===== config.mk =====
export PLATFORM = sky130hd
export DESIGN_NAME = acp_host
export DESIGN_NICKNAME = d
export VERILOG_FILES = /design/src/rtl/acp_pkg.sv /design/src/rtl/acp_host.sv /design/src/rtl/acp_sclk_div.sv /design/src/rtl/acp_shifter.sv
export SDC_FILE = /design/constraint.sdc
export NUM_CORES = 1
export LEC_CHECK = 0
export ABC_CLOCK_PERIOD_IN_PS = 5640
export BUFFER_PORTS_ARGS = -buffer_cell sky130_fd_sc_hd__buf_4
export CAP_MARGIN = 20
export CORE_MARGIN = 5
export CORE_UTILIZATION = 45
export DETAILED_ROUTE_END_ITERATION = 7
export PLACE_DENSITY = 0.72
export SLEW_MARGIN = 25
export SYNTH_ARGS = -nofsm -noshare
export SYNTH_HDL_FRONTEND = slang
export SYNTH_HIERARCHICAL = 1
export SYNTH_SLANG_ARGS = --single-unit

===== constraint.sdc =====
create_clock -name CLK_SYS_I -period 5.64 [get_ports CLK_SYS_I]
set_input_delay 1.128 -clock CLK_SYS_I [delete_from_list [all_inputs] [get_ports CLK_SYS_I]]
set_output_delay 1.128 -clock CLK_SYS_I [all_outputs]
set_load 0.05 [all_outputs]

===== src/rtl/acp_pkg.sv =====
package acp_pkg;

    // Clock and timing figures, each derived count sits next to its figure.
    localparam int CLK_KHZ         = 125000;
    localparam int SCLK_MAX_KHZ    = 20000;
    localparam int SCLK_HALF_CYC   = (CLK_KHZ + 2 * SCLK_MAX_KHZ - 1) / (2 * SCLK_MAX_KHZ);
    localparam int RST_MIN_NS      = 10;
    localparam int RST_MIN_CYC     = (RST_MIN_NS * CLK_KHZ) / 1000000 + 1;
    localparam int RST_MAX_NS      = 1000;
    localparam int RST_MAX_CYC     = (RST_MAX_NS * CLK_KHZ) / 1000000;
    localparam int RST_PULSE_NS    = 500;
    localparam int RST_PULSE_CYC   = (RST_PULSE_NS * CLK_KHZ) / 1000000;
    localparam int RST_TO_EN_NS    = 25;
    localparam int RST_TO_EN_CYC   = (RST_TO_EN_NS * CLK_KHZ + 999999) / 1000000;
    localparam int PWRUP_MS        = 5;
    localparam int PWRUP_CYC_DEF   = PWRUP_MS * CLK_KHZ;
    localparam int WAIT_W          = 20;

    // Register bus of the controller.
    localparam int APB_AW          = 8;
    localparam int APB_DW          = 32;
    localparam logic [7:0] REG_CTRL   = 8'h00;
    localparam logic [7:0] REG_WORD   = 8'h04;
    localparam logic [7:0] REG_STATUS = 8'h08;
    localparam int CTRL_SEND_BIT   = 0;
    localparam int CTRL_HOLD_BIT   = 1;
    localparam int CTRL_HWRST_BIT  = 2;
    localparam int CTRL_SWRST_BIT  = 3;
    localparam int CTRL_CLOSE_BIT  = 4;
    localparam int STAT_BUSY_BIT   = 0;
    localparam int STAT_OPEN_BIT   = 1;
    localparam int STAT_INIT_BIT   = 2;
    localparam int STAT_ERR_BIT    = 3;
    localparam int STAT_CNT_LSB    = 8;
    localparam int STAT_CNT_W      = 8;
    localparam int WORD_W          = 16;
    localparam logic [15:0] WORD_RESET = 16'h0000;

    // Device register map and the bits each register really uses.
    localparam logic [7:0] ADDR_NOISE_SUPPRESS = 8'h5D;
    localparam logic [7:0] ADDR_STROBE_POS     = 8'h62;
    localparam logic [7:0] ADDR_PWR_FMT_SPEED  = 8'h63;
    localparam logic [7:0] ADDR_TEST_PATTERN   = 8'h65;
    localparam logic [7:0] ADDR_FINE_GAIN      = 8'h68;
    localparam logic [7:0] ADDR_USER_PAT_LOW   = 8'h69;
    localparam logic [7:0] ADDR_USER_PAT_HIGH  = 8'h6A;
    localparam logic [7:0] ADDR_OUT_PORT_SEL   = 8'h6C;
    localparam logic [7:0] ADDR_BIAS_SOURCE    = 8'h6D;
    localparam logic [7:0] ADDR_SOFT_REINIT    = 8'h6E;
    localparam logic [7:0] ADDR_LVDS_TERM      = 8'h7E;
    localparam logic [7:0] ADDR_LVDS_DRIVE     = 8'h7F;
    localparam int          LOW_BAND_NOISE_CUT_BIT = 0;
    localparam logic [7:0] SOFT_RST_ADDR = ADDR_SOFT_REINIT;
    localparam logic [7:0] SOFT_RST_VAL  = 8'h01;

    typedef struct packed {
        logic reset;
        logic serial_enable_n;
        logic sclk;
        logic serial_in_line;
    } acp_pins_s;

    localparam acp_pins_s PINS_IDLE = 4'h4;

    typedef enum logic [3:0] {
        S_PWRUP  = 4'h0,
        S_RSTHI  = 4'h1,
        S_RSTGAP = 4'h2,
        S_IDLE   = 4'h3,
        S_SHIFT  = 4'h4,
        S_OPEN   = 4'h5,
        S_TAIL   = 4'h6,
        S_GAPHI  = 4'h7
    } acp_state_e;

    // Returns a known flag above the mask of assigned bits for one address.
    function automatic logic [8:0] acp_field_mask(input logic [7:0] addr);
        logic [8:0] r;
        r = 9'h000;
        if (addr == ADDR_NOISE_SUPPRESS) r = 9'h101;
        else if (addr == ADDR_STROBE_POS) r = 9'h11F;
        else if (addr == ADDR_PWR_FMT_SPEED) r = 9'h189;
        else if (addr == ADDR_TEST_PATTERN) r = 9'h1E0;
        else if (addr == ADDR_FINE_GAIN) r = 9'h10F;
        else if (addr == ADDR_USER_PAT_LOW) r = 9'h1FF;
        else if (addr == ADDR_USER_PAT_HIGH) r = 9'h1FF;
        else if (addr == ADDR_OUT_PORT_SEL) r = 9'h11A;
        else if (addr == ADDR_BIAS_SOURCE) r = 9'h110;
        else if (addr == ADDR_SOFT_REINIT) r = 9'h101;
        else if (addr == ADDR_LVDS_TERM) r = 9'h1FF;
        else if (addr == ADDR_LVDS_DRIVE) r = 9'h1FF;
        return r;
    endfunction

endpackage


===== src/rtl/acp_host.sv =====
`timescale 1ns/1ps
// Operation
// - Data stable at every falling shift edge.
// - Several words may share one enable frame.
// - Address byte first, then data byte.
// - Shift clock at most twenty megahertz.
// - Initialise by reset pulse over ten ns.
// - Reset pin stays low during serial access.
// - Reset pulse no longer than one microsecond.
// - Parallel mode needs reset pin held high.
// - Wait 25 ns after reset before enable.
// - Wait 5 ms after power before reset.
// - Unassigned register bits are written zero.
module acp_host #(
    parameter int PWRUP_CYC = acp_pkg::PWRUP_CYC_DEF
) (
    input  wire logic                        CLK_SYS_I,
    input  wire logic                        NRST_I,
    input  wire logic                        APB_PSEL_I,
    input  wire logic                        APB_PENABLE_I,
    input  wire logic                        APB_PWRITE_I,
    input  wire logic [acp_pkg::APB_AW-1:0]  APB_PADDR_I,
    input  wire logic [acp_pkg::APB_DW-1:0]  APB_PWDATA_I,
    output logic      [acp_pkg::APB_DW-1:0]  APB_PRDATA_O,
    output logic                             APB_PREADY_O,
    output logic                             APB_PSLVERR_O,
    output logic                             ADC_SERIAL_ENABLE_N_O,
    output logic                             ADC_SCLK_O,
    output logic                             ADC_SERIAL_IN_LINE_O,
    output logic                             ADC_RESET_O
);
    import acp_pkg::*;

    localparam logic [WAIT_W-1:0] PWRUP_LOAD = WAIT_W'(PWRUP_CYC - 1);
    localparam logic [WAIT_W-1:0] PULSE_LOAD = WAIT_W'(RST_PULSE_CYC - 1);
    localparam logic [WAIT_W-1:0] GAP_LOAD   = WAIT_W'(RST_TO_EN_CYC - 1);

    acp_state_e             state_reg;
    acp_pins_s              pins_reg;
    logic [WAIT_W-1:0]      wait_reg;
    logic [3:0]             bit_cnt_reg;
    logic                   hold_reg;
    logic                   sw_reg;
    logic                   init_done_reg;
    logic [STAT_CNT_W-1:0]  sent_cnt_reg;
    logic                   err_reg;
    logic [WORD_W-1:0]      word_reg;
    logic [APB_DW-1:0]      prdata_reg;
    logic                   pready_reg;
    logic                   pslverr_reg;
    logic                   cmd_send_reg;
    logic                   cmd_hold_reg;
    logic                   cmd_hwrst_reg;
    logic                   cmd_swrst_reg;
    logic                   cmd_close_reg;
    logic                   tick;
    logic                   run;
    logic                   sh_load;
    logic                   sh_shift;
    logic                   sh_msb;
    logic [WORD_W-1:0]      sh_data;
    logic [8:0]             word_mask;
    logic                   ctrl_bad;
    logic                   apb_setup;
    logic                   apb_access;
    logic                   ctrl_wr;
    logic                   is_idle;
    logic                   is_open;
    logic                   cmd_pend;

    assign is_idle    = (state_reg == S_IDLE);
    assign is_open    = (state_reg == S_OPEN);
    assign cmd_pend   = cmd_send_reg || cmd_hwrst_reg || cmd_swrst_reg || cmd_close_reg;
    assign word_mask  = acp_field_mask(word_reg[15:8]);
    assign apb_setup  = APB_PSEL_I && !APB_PENABLE_I;
    assign apb_access = APB_PSEL_I && APB_PENABLE_I && pready_reg;
    assign ctrl_wr    = apb_access && APB_PWRITE_I && (APB_PADDR_I == REG_CTRL);

    // A command the sequencer cannot take in its present state is refused as a whole.
    always_comb begin
        ctrl_bad = 1'b0;
        if (APB_PWDATA_I[CTRL_HWRST_BIT]) begin
            ctrl_bad = !is_idle || cmd_pend;
        end else if (APB_PWDATA_I[CTRL_SWRST_BIT]) begin
            ctrl_bad = !is_idle || cmd_pend;
        end else if (APB_PWDATA_I[CTRL_CLOSE_BIT]) begin
            ctrl_bad = !is_open || cmd_pend;
        end else if (APB_PWDATA_I[CTRL_SEND_BIT]) begin
            ctrl_bad = !(is_idle || is_open) || cmd_pend || !word_mask[8];
        end
    end

    // Bus slave: answers with zero wait states, read data and error are prepared in setup.
    always_ff @(posedge CLK_SYS_I or negedge NRST_I) begin
        if (!NRST_I) begin
            pready_reg    <= 1'b0;
            prdata_reg    <= '0;
            pslverr_reg   <= 1'b0;
            word_reg      <= WORD_RESET;
            cmd_send_reg  <= 1'b0;
            cmd_hold_reg  <= 1'b0;
            cmd_hwrst_reg <= 1'b0;
            cmd_swrst_reg <= 1'b0;
            cmd_close_reg <= 1'b0;
        end else begin
            pready_reg    <= 1'b1;
            cmd_send_reg  <= 1'b0;
            cmd_hwrst_reg <= 1'b0;
            cmd_swrst_reg <= 1'b0;
            cmd_close_reg <= 1'b0;
            if (apb_setup) begin
                prdata_reg  <= '0;
                pslverr_reg <= 1'b0;
                if (APB_PADDR_I == REG_CTRL) begin
                    pslverr_reg <= APB_PWRITE_I && ctrl_bad;
                end else if (APB_PADDR_I == REG_WORD) begin
                    prdata_reg[WORD_W-1:0] <= word_reg;
                end else if (APB_PADDR_I == REG_STATUS) begin
                    prdata_reg[STAT_BUSY_BIT] <= !(is_idle || is_open);
                    prdata_reg[STAT_OPEN_BIT] <= is_open;
                    prdata_reg[STAT_INIT_BIT] <= init_done_reg;
                    prdata_reg[STAT_ERR_BIT]  <= err_reg;
                    prdata_reg[STAT_CNT_LSB +: STAT_CNT_W] <= sent_cnt_reg;
                end else begin
                    pslverr_reg <= 1'b1;
                end
            end
            if (apb_access && APB_PWRITE_I && APB_PADDR_I == REG_WORD) begin
                word_reg <= APB_PWDATA_I[WORD_W-1:0];
            end
            // The verdict reported in setup is the one applied, so error and action never disagree.
            if (ctrl_wr && !pslverr_reg) begin
                cmd_hold_reg <= APB_PWDATA_I[CTRL_HOLD_BIT];
                if (APB_PWDATA_I[CTRL_HWRST_BIT]) begin
                    cmd_hwrst_reg <= 1'b1;
                end else if (APB_PWDATA_I[CTRL_SWRST_BIT]) begin
                    cmd_swrst_reg <= 1'b1;
                end else if (APB_PWDATA_I[CTRL_CLOSE_BIT]) begin
                    cmd_close_reg <= 1'b1;
                end else if (APB_PWDATA_I[CTRL_SEND_BIT]) begin
                    cmd_send_reg <= 1'b1;
                end
            end
        end
    end

    // Sticky refusal flag, cleared by writing one; a new refusal wins over the clear.
    always_ff @(posedge CLK_SYS_I or negedge NRST_I) begin
        if (!NRST_I) begin
            err_reg <= 1'b0;
        end else if (ctrl_wr && pslverr_reg) begin
            err_reg <= 1'b1;
        end else if (apb_access && APB_PWRITE_I && APB_PADDR_I == REG_STATUS && APB_PWDATA_I[STAT_ERR_BIT]) begin
            err_reg <= 1'b0;
        end
    end

    assign run      = (state_reg == S_SHIFT) || (state_reg == S_TAIL) || (state_reg == S_GAPHI);
    assign sh_load  = (is_idle && (cmd_swrst_reg || cmd_send_reg)) || (is_open && cmd_send_reg);
    assign sh_shift = (state_reg == S_SHIFT) && tick && !pins_reg.sclk;
    // Address leads, and only the assigned data bits can be sent as one.
    assign sh_data  = cmd_swrst_reg ? {SOFT_RST_ADDR, SOFT_RST_VAL}
                                    : {word_reg[15:8], word_reg[7:0] & word_mask[7:0]};

    acp_sclk_div #(
        .HALF   (SCLK_HALF_CYC)
    ) u_div (
        .clk_i  (CLK_SYS_I),
        .nrst_i (NRST_I),
        .run_i  (run),
        .tick_o (tick)
    );

    acp_shifter #(
        .WIDTH   (WORD_W)
    ) u_sh (
        .clk_i   (CLK_SYS_I),
        .nrst_i  (NRST_I),
        .load_i  (sh_load),
        .data_i  (sh_data),
        .shift_i (sh_shift),
        .msb_o   (sh_msb)
    );

    // Sequencer: power-up wait, reset pulse, reset-to-enable gap, then word framing.
    always_ff @(posedge CLK_SYS_I or negedge NRST_I) begin
        if (!NRST_I) begin
            state_reg     <= S_PWRUP;
            pins_reg      <= PINS_IDLE;
            wait_reg      <= PWRUP_LOAD;
            bit_cnt_reg   <= 4'h0;
            hold_reg      <= 1'b0;
            sw_reg        <= 1'b0;
            init_done_reg <= 1'b0;
            sent_cnt_reg  <= '0;
        end else begin
            case (state_reg)
                S_PWRUP: begin
                    if (wait_reg == '0) begin
                        pins_reg.reset <= 1'b1;
                        wait_reg       <= PULSE_LOAD;
                        state_reg      <= S_RSTHI;
                    end else begin
                        wait_reg <= wait_reg - 1'b1;
                    end
                end
                S_RSTHI: begin
                    if (wait_reg == '0) begin
                        pins_reg.reset <= 1'b0;
                        wait_reg       <= GAP_LOAD;
                        state_reg      <= S_RSTGAP;
                    end else begin
                        wait_reg <= wait_reg - 1'b1;
                    end
                end
                S_RSTGAP: begin
                    if (wait_reg == '0) begin
                        init_done_reg <= 1'b1;
                        state_reg     <= S_IDLE;
                    end else begin
                        wait_reg <= wait_reg - 1'b1;
                    end
                end
                S_IDLE, S_OPEN: begin
                    if (cmd_hwrst_reg) begin
                        init_done_reg  <= 1'b0;
                        pins_reg.reset <= 1'b1;
                        wait_reg       <= PULSE_LOAD;
                        state_reg      <= S_RSTHI;
                    end else if (cmd_close_reg) begin
                        state_reg <= S_TAIL;
                    end else if (sh_load) begin
                        pins_reg.serial_enable_n <= 1'b0;
                        hold_reg    <= cmd_hold_reg && !cmd_swrst_reg;
                        sw_reg      <= cmd_swrst_reg;
                        bit_cnt_reg <= 4'h0;
                        state_reg   <= S_SHIFT;
                    end
                end
                S_SHIFT: begin
                    if (tick && !pins_reg.sclk) begin
                        pins_reg.sclk           <= 1'b1;
                        pins_reg.serial_in_line <= sh_msb;
                    end else if (tick) begin
                        pins_reg.sclk <= 1'b0;
                        bit_cnt_reg   <= bit_cnt_reg + 1'b1;
                        if (bit_cnt_reg == 4'hF) begin
                            sent_cnt_reg <= sent_cnt_reg + 1'b1;
                            if (sw_reg) begin
                                init_done_reg <= 1'b1;
                                sw_reg        <= 1'b0;
                            end
                            state_reg <= hold_reg ? S_OPEN : S_TAIL;
                        end
                    end
                end
                S_TAIL: begin
                    if (tick) begin
                        pins_reg.serial_enable_n <= 1'b1;
                        pins_reg.serial_in_line  <= 1'b0;
                        state_reg                <= S_GAPHI;
                    end
                end
                S_GAPHI: begin
                    if (tick) begin
                        state_reg <= S_IDLE;
                    end
                end
                default: begin
                    state_reg <= S_IDLE;
                end
            endcase
        end
    end

    assign APB_PRDATA_O          = prdata_reg;
    assign APB_PREADY_O          = pready_reg;
    assign APB_PSLVERR_O         = pslverr_reg;
    assign ADC_SERIAL_ENABLE_N_O = pins_reg.serial_enable_n;
    assign ADC_SCLK_O            = pins_reg.sclk;
    assign ADC_SERIAL_IN_LINE_O  = pins_reg.serial_in_line;
    assign ADC_RESET_O           = pins_reg.reset;

    // Helper state watched only by the checks below.
    logic [3:0]        fall_cnt_reg;
    logic [7:0]        rst_hi_cnt_reg;
    logic [3:0]        rst_lo_cnt_reg;
    logic [WAIT_W-1:0] pwr_cnt_reg;
    logic [WORD_W-1:0] tx_word_reg;
    logic [8:0]        tx_mask;

    assign tx_mask = acp_field_mask(tx_word_reg[15:8]);

    always_ff @(posedge CLK_SYS_I or negedge NRST_I) begin
        if (!NRST_I) begin
            fall_cnt_reg   <= 4'h0;
            rst_hi_cnt_reg <= 8'h00;
            rst_lo_cnt_reg <= 4'h0;
            pwr_cnt_reg    <= '0;
            tx_word_reg    <= WORD_RESET;
        end else begin
            if (pins_reg.serial_enable_n) begin
                fall_cnt_reg <= 4'h0;
            end else if ((state_reg == S_SHIFT) && tick && pins_reg.sclk) begin
                fall_cnt_reg <= fall_cnt_reg + 1'b1;
            end
            if (!pins_reg.reset) begin
                rst_hi_cnt_reg <= 8'h00;
            end else if (rst_hi_cnt_reg != 8'hFF) begin
                rst_hi_cnt_reg <= rst_hi_cnt_reg + 1'b1;
            end
            if (pins_reg.reset) begin
                rst_lo_cnt_reg <= 4'h0;
            end else if (rst_lo_cnt_reg != 4'hF) begin
                rst_lo_cnt_reg <= rst_lo_cnt_reg + 1'b1;
            end
            if (pwr_cnt_reg != WAIT_W'(PWRUP_CYC)) begin
                pwr_cnt_reg <= pwr_cnt_reg + 1'b1;
            end
            if (sh_load) begin
                tx_word_reg <= sh_data;
            end
        end
    end

    AST_SCLK_IDLE: assert property (@(posedge CLK_SYS_I) disable iff (!NRST_I)
        pins_reg.serial_enable_n |-> !pins_reg.sclk)
        else $error("Shift clock high while enable is inactive.");

    AST_DATA_STABLE: assert property (@(posedge CLK_SYS_I) disable iff (!NRST_I)
        $fell(pins_reg.sclk) |-> $stable(pins_reg.serial_in_line) && ($past(pins_reg.serial_in_line, 3) == pins_reg.serial_in_line))
        else $error("Data line moved near a falling shift edge.");

    AST_WHOLE_WORDS: assert property (@(posedge CLK_SYS_I) disable iff (!NRST_I)
        $rose(pins_reg.serial_enable_n) |-> (fall_cnt_reg == 4'h0))
        else $error("Frame closed after a partial word.");

    AST_BIT_ORDER: assert property (@(posedge CLK_SYS_I) disable iff (!NRST_I)
        $rose(pins_reg.sclk) |-> (pins_reg.serial_in_line == tx_word_reg[4'hF - bit_cnt_reg]))
        else $error("Bit on the line does not match the word order.");

    AST_SCLK_HIGH: assert property (@(posedge CLK_SYS_I) disable iff (!NRST_I)
        $rose(pins_reg.sclk) |-> pins_reg.sclk [*4])
        else $error("Shift clock high phase too short.");

    AST_SCLK_LOW: assert property (@(posedge CLK_SYS_I) disable iff (!NRST_I)
        $fell(pins_reg.sclk) |-> (!pins_reg.sclk) [*4])
        else $error("Shift clock low phase too short.");

    AST_RST_WIDTH: assert property (@(posedge CLK_SYS_I) disable iff (!NRST_I)
        $fell(pins_reg.reset) |-> (rst_hi_cnt_reg >= 8'(RST_MIN_CYC)) && (rst_hi_cnt_reg <= 8'(RST_MAX_CYC)))
        else $error("Reset pulse width out of range.");

    AST_RST_LOW_IN_FRAME: assert property (@(posedge CLK_SYS_I) disable iff (!NRST_I)
        !pins_reg.serial_enable_n |-> !pins_reg.reset)
        else $error("Reset pin high during a serial frame.");

    AST_RST_TO_ENABLE: assert property (@(posedge CLK_SYS_I) disable iff (!NRST_I)
        $fell(pins_reg.serial_enable_n) |-> (rst_lo_cnt_reg >= 4'(RST_TO_EN_CYC)))
        else $error("Enable fell too soon after reset.");

    AST_PWRUP_WAIT: assert property (@(posedge CLK_SYS_I) disable iff (!NRST_I)
        $rose(pins_reg.reset) |-> (pwr_cnt_reg >= WAIT_W'(PWRUP_CYC)))
        else $error("Reset pulse issued before power-up wait ended.");

    AST_ZERO_UNUSED: assert property (@(posedge CLK_SYS_I) disable iff (!NRST_I)
        ($rose(pins_reg.sclk) && bit_cnt_reg == 4'h0) |-> ((tx_word_reg[7:0] & ~tx_mask[7:0]) == 8'h00))
        else $error("Unassigned data bit sent as one.");

endmodule


===== src/rtl/acp_sclk_div.sv =====
`timescale 1ns/1ps
module acp_sclk_div #(
    parameter int HALF = acp_pkg::SCLK_HALF_CYC
) (
    input  wire logic clk_i,
    input  wire logic nrst_i,
    input  wire logic run_i,
    output logic      tick_o
);
    localparam int CW = $clog2(HALF + 1);
    localparam logic [CW-1:0] LAST = CW'(HALF - 1);

    logic [CW-1:0] cnt_reg;

    // Counting restarts whenever run drops, so the first tick is a full half period away.
    always_ff @(posedge clk_i or negedge nrst_i) begin
        if (!nrst_i) begin
            cnt_reg <= '0;
        end else if (!run_i || cnt_reg == LAST) begin
            cnt_reg <= '0;
        end else begin
            cnt_reg <= cnt_reg + 1'b1;
        end
    end

    assign tick_o = run_i && (cnt_reg == LAST);
endmodule


===== src/rtl/acp_shifter.sv =====
`timescale 1ns/1ps
module acp_shifter #(
    parameter int WIDTH = acp_pkg::WORD_W
) (
    input  wire logic             clk_i,
    input  wire logic             nrst_i,
    input  wire logic             load_i,
    input  wire logic [WIDTH-1:0] data_i,
    input  wire logic             shift_i,
    output logic                  msb_o
);
    logic [WIDTH-1:0] sh_reg;

    always_ff @(posedge clk_i or negedge nrst_i) begin
        if (!nrst_i) begin
            sh_reg <= '0;
        end else if (load_i) begin
            sh_reg <= data_i;
        end else if (shift_i) begin
            sh_reg <= {sh_reg[WIDTH-2:0], 1'b0};
        end
    end

    assign msb_o = sh_reg[WIDTH-1];
endmodule

# After elaboration in Yosys (flattened, before gate mapping)
# Index checks and enable logic that the tools add are counted.
# word_totals
regBits	102
out_inout_bits	38
# op_classes
addsub	4
n_eq_ne	39
n_mux	95
bitwise_logic	4
reduce_logical	64
# ops
operator	n
9-bit two-way mux	12
8-bit by 7-bit == test with 1-bit output, second input constant	12
20-bit two-way mux	4
20-bit one-hot mux with 4 select lines	1
4-bit two-way mux	19
16-bit two-way mux	4
1-bit two-way mux	44
4-bit one-hot mux with 7 select lines	1
2-bit != test, second input constant	13
20-bit zero test	1
20-bit by 1-bit subtractor with 20-bit output, second input constant	1
1-bit logical AND	18
4-bit by 3-bit == test with 1-bit output, second input constant	4
8-bit two-way mux	2
7-bit AND reduction	2
1-bit logical OR	13
4-bit AND reduction	3
2-bit nonzero test	6
1-bit zero test	9
9-bit AND reduction	1
8-bit by 1-bit adder with 8-bit output, second input constant	1
8-bit AND	1
4-bit by 2-bit == test with 1-bit output, second input constant	2
8-bit by 3-bit == test with 1-bit output, second input constant	1
other kinds (23)	31

# Depth between registers and ports, before layout
# logic_depth
word_depth	21
depth_mapped	10
depth_no_buf	8

# Cells and area by module
# The synthesis kept the hierarchy.
# by_module_without_submodules
mod	instances	cells_per_inst	area_each_um2	seq_area_each_um2
acp_host	1	493	4722.0	2065.7
acp_shifter	1	69	742.0	400.4
acp_sclk_div	1	10	135.1	75.1

# Worst setup path after synthesis
# No wires, ideal clock.
# synth_timing
path_kind	input-to-reg
startpoint	input APB_PADDR_I[7] (netlist name)
endpoint	register word_reg[10]
setup_time_ps	125
arrival_ps	2790
t_required_ps	5515
path_slack_ps	2725
path_stages	6
n_path_buf	2
path_cell_list	nor4_1 -> nand2_1 -> or4_1 -> clkbuf_1 -> clkbuf_1 -> mux2_2
# synth_between
elab_chain_cells	2
# synth_rtl
item	line_no	text
from (decl)	acp_host.sv:22	input wire logic [acp_pkg::APB_AW-1:0] APB_PADDR_I,
8-bit by 3-bit == test with 1-bit output	acp_host.sv:128	if (apb_access && APB_PWRITE_I && APB_PADDR_I == REG_WORD) begin
1-bit logical AND	acp_host.sv:128	
to (signal assigned)	acp_host.sv:129	word_reg <= APB_PWDATA_I[WORD_W-1:0];
to (decl)	acp_host.sv:47	logic [WORD_W-1:0] word_reg;
# Every way passes these cells.
# A chain may end at the register's enable or synchronous reset.

# Worst setup path in the final report
# layout_timing
startpoint	register state_reg[1]
endpoint	register sent_cnt_reg[7]
# layout_between
elab_chain_cells	7
word_cells_on_any_way	9
cone_classes	3 x eq/ne; 1 x bitwise; 5 x reduce/logical
# layout_rtl
item	line_no	text
from (decl)	acp_host.sv:38	acp_state_e state_reg;
from (signal assigned)	acp_host.sv:253	state_reg <= hold_reg ? S_OPEN : S_TAIL;
4-bit by 3-bit == test with 1-bit output	acp_host.sv:158	assign run = (state_reg == S_SHIFT) || (state_reg == S_TAIL) || (state_reg == S_GAPHI);
1-bit logical OR	acp_host.sv:158	
1-bit logical OR (*)	acp_host.sv:158	
via run	acp_host.sv:57	logic run;
1-bit logical AND (*)	acp_sclk_div.sv:26	assign tick_o = run_i && (cnt_reg == LAST);
via tick	acp_host.sv:56	logic tick;
1-bit logical AND	acp_host.sv:241	if (tick && !pins_reg.sclk) begin
1-bit inverter (no line)	--	
4-bit AND reduction (no line) (*)	--	
to (signal assigned)	acp_host.sv:248	sent_cnt_reg <= sent_cnt_reg + 1'b1;
to (decl)	acp_host.sv:45	logic [STAT_CNT_W-1:0] sent_cnt_reg;
# The timed path passes the listed nets; every way through them passes the cells marked *.

==> impl_metrics.py <==
metrics = {
    "status": {
        "status": "complete, no violations",
    },
    "route": {
        "drtAntennaViolNets": 0,
        "firstDrtPassIters": 5,
        "drt-vias-per-instance": 5.78,
        "num_vias": 4474,
        "wire_per_inst_um": 16.6,
        "drc": 0,
        "wirelength_mm": 12.9,
        "dr.first_iter.drc_count": 333,
    },
    "worst_setup_path": {
        "crit_required_ps": 5900,
        "path_delay_family": "simple AND/OR/NAND/NOR gates",
        "cp_cell_sequence": "inv_1 -> a21oi_1 -> and2_2 -> nand4bb_1 -> nor3_1 -> nand4_1 -> nor2_1 -> xor2_1",
        "crit_type": "reg -> reg",
        "critPathMaxFanout": 17,
        "r2r_slack_ps": 2610,
        "critPathLaunchType": "register",
        "slowest_stage": "nor3_1",
        "regToRegStartpoint": "state_reg[1]",
        "cp.depth": 8,
        "worst-path-buf-inv": 1,
        "worstPathArrival_ps": 3290,
        "r2r_cells": 8,
        "r2r_end": "sent_cnt_reg[7]",
        "end_kind": "register",
        "slowest_delay_ps": 680,
    },
    "hold_path": {
        "min_path_cells": 1,
        "hold_start": "u_div/cnt_reg[0]",
        "hp-class": "reg -> reg",
        "min_to": "u_div/cnt_reg[0]",
    },
    "die": {
        "ioPinCount": 83,
        "rows": 40,
        "core_area_mm2": 0.0121,
        "start_util_pct": 46.2,
        "dieHeight_um": 122,
        "die_w_um": 122,
        "die-area_mm2": 0.0148,
    },
    "cts": {
        "root_buffer": "clkbuf_16",
        "h-tree-depth": 3,
        "hold_buffers": 0,
        "path_clk_slew_ps": 70,
        "clock-sinks": 101,
        "clockBufferDepth": 2,
        "post_cts_buffers": 0,
        "cts_tree": "built",
        "cts_buffers": 9,
        "clock_latency_ps": 350,
        "cts_resized": 0,
    },
    "global_routing": {
        "groute.usage.overall_pct": 17.8,
        "grt_max_degree": 62,
        "grt_pass1_wl_mm": 21.2,
        "grt-ovfl-total": 0,
        "antenna_found_initial": 0,
        "grt_pass1_vias": 4305,
    },
    "sta": {
        "rsz0062_at_grt": "false",
        "tns_ps": 0,
        "slew_headroom_pct": 35.5,
        "period_needed_ps": 3030,
        "fin_crit_sh_pct": 53.7,
        "hold_viol": 0,
        "clock-skew-final_ps": 9.67,
        "drv_slew": 0,
        "max_freq_ghz": 0.330,
        "setup_violations": 0,
        "tightest_slew_ps": 967,
    },
    "place": {
        "port_buffers": 50,
        "hpwl_mm": 8.90,
        "routabilityCongestion": 0.886,
    },
    "finish": {
        "multi_input_area_mm2": 0.00276,
        "drive_gt1_share_pct": 19.1,
        "fill_cells": 1144,
        "seq_area_mm2": 0.00254,
        "antenna_cells": 0,
        "areaGrowthSynthToFinish_pct": 13.2,
        "largest_register_ffs": 20,
        "finish.utilization_pct": 52.3,
        "nNetsFinal": 652,
    },
    "power": {
        "power.density_mw_per_mm2": 232,
        "p_leak_nw": 2.87,
        "vdd_ir_drop_max_v": 0.000142,
    },
    "logic_synthesis": {
        "synth_edf_count": 0,
        "syn_avg_cell_area_um2": 9.79,
        "synth_seq_cells": 101,
        "syn_area_mm2": 0.00560,
        "synth_cell_type_count": 69,
        "async_reset_ff_share_pct": 100,
        "yosys_warnings": 6,
        "synth_cells": 572,
        "ys_seq_area_share_pct": 45.4,
        "synthFlopType": "dfrtp_1",
    },
    "flow_run": {
        "maxCapViolCount": 0,
    },
}
==> metrics by stage <==
stage	area, µm²	instances	hold slack, ps	setup slack [ps]	power, mW
final	6340	774	449	2610	1.47
after global placement	6010	758	426	2420	0.816
after detailed placement	6010	758	445	2340	0.817
after CTS	6330	774	455	2630	1.49
after global routing	6340	774	474	2310	1.53
after floorplan	5660	587	416	2720	0.788
==> where the power goes <==
part           switching (mW)  internal [mW]
combinational          0.0552         0.0187
sequential            0.00361          0.727
clock                   0.278          0.391
==> per-layer routing <==
metal  track usage [%]  wire length [µm]  vias up
met2              28.2              6180      159
met5                 0                 0        -
met3              3.48               800       20
met1              23.9              5600     2175
li1                  -                 -     2120
met4              7.84               269        0
==> kinds of logic (layout without fill, tap and decap cells) <==
family	Yosys count	after routing	share of synthesized area (%)
AND/OR/NAND/NOR	198	198	19.4
AO/OA/AOI/OAI	130	130	16.5
flip-flops	101	101	45.4
buffers and inverters	77	96	6.75
multiplexers	45	45	8.45
XOR/XNOR	12	12	1.88
adder cells (fa/ha/maj)	7	7	1.52
other	2	17	0.134
==> synthesized netlist by cell type (all sizes together) (4+ instances only) <==
library cell	count	area, µm²
dfstp	11	289
inv	25	93.8
mux2i	27	270
a21oi	19	95.1
o21ai	39	195
dfrtp	90	2250
o31ai	4	30.0
or3	7	48.8
a2bb2oi	6	52.6
a222oi	11	110
nand3b	13	97.6
a32oi	4	35.0
o211ai	4	30.0
and3	5	31.3
ha	6	75.1
mux2	18	203
nor2b	8	50.1
a211o	4	35.0
a22o	5	43.8
and2	5	32.5
nor3	10	50.1
a2111oi	7	80.1
or4	7	56.3
nor3b	5	37.5
nand3	29	145
clkbuf	30	113
nor4	8	50.1
xnor2	5	43.8
buf	22	171
nand4	7	43.8
xor2	7	61.3
a31oi	6	37.5
nor2	26	97.6
nand2	46	173
or2	7	43.8
==> cell type report <==
cell class / instances / share of cell area (%)
multi-input cells: 409 / 43.5
flip-flops and latches: 101 / 40.1
repair buffers: 55 / 6.51
clock buffers: 9 / 3.55
well taps: 168 / 3.32
clock inverters: 7 / 1.56
inverters: 25 / 1.48
==> how the worst max path moves through the flow <==
| stage | start | end | slack [ps] |
|---|---|---|---|
| global route | state_reg[1] | sent_cnt_reg[7] | 2310 |
| global placement | APB_PENABLE_I | APB_PRDATA_O[15] | 2420 |
| floorplan | APB_PADDR_I[7] | word_reg[10] | 2720 |
| detailed placement | APB_PENABLE_I | APB_PRDATA_O[0] | 2340 |
| finish | state_reg[1] | sent_cnt_reg[7] | 2610 |
| CTS | state_reg[1] | sent_cnt_reg[7] | 2630 |
==> worst reg2reg max path, delay by kind of cell, from the launching register on <==
family / cells / cell delay (ps)
AO/OA/AOI/OAI: 1 / 280
XOR/XNOR: 1 / 190
buffers and inverters: 1 / 200
flip-flops: 1 / 660
AND/OR/NAND/NOR: 5 / 1610
==> placed cells by master (no fill, tap or decap), types with 5 or more instances in the layout <==
cell,n
dfrtp_1,90
buf_4,55
nand2_1,46
o21ai_0,30
nand3_1,29
mux2i_1,27
nor2_1,26
inv_1,25
a21oi_1,19
mux2_2,18
conb_1,17
nand3b_1,13
dfstp_2,11
a222oi_1,11
nor3_1,10
clkbuf_16,9
o21ai_1,9
nor2b_1,8
xor2_1,7
nand4_1,7
nor4_1,7
or2_2,6
a31oi_1,6
a2bb2oi_1,6
or4_1,6
or3_1,6
a2111oi_0,6
ha_1,6
and3_1,5
nor3b_1,5
xnor2_1,5
a22o_1,5
No activity file was read; power rests on OpenSTA's default activity.
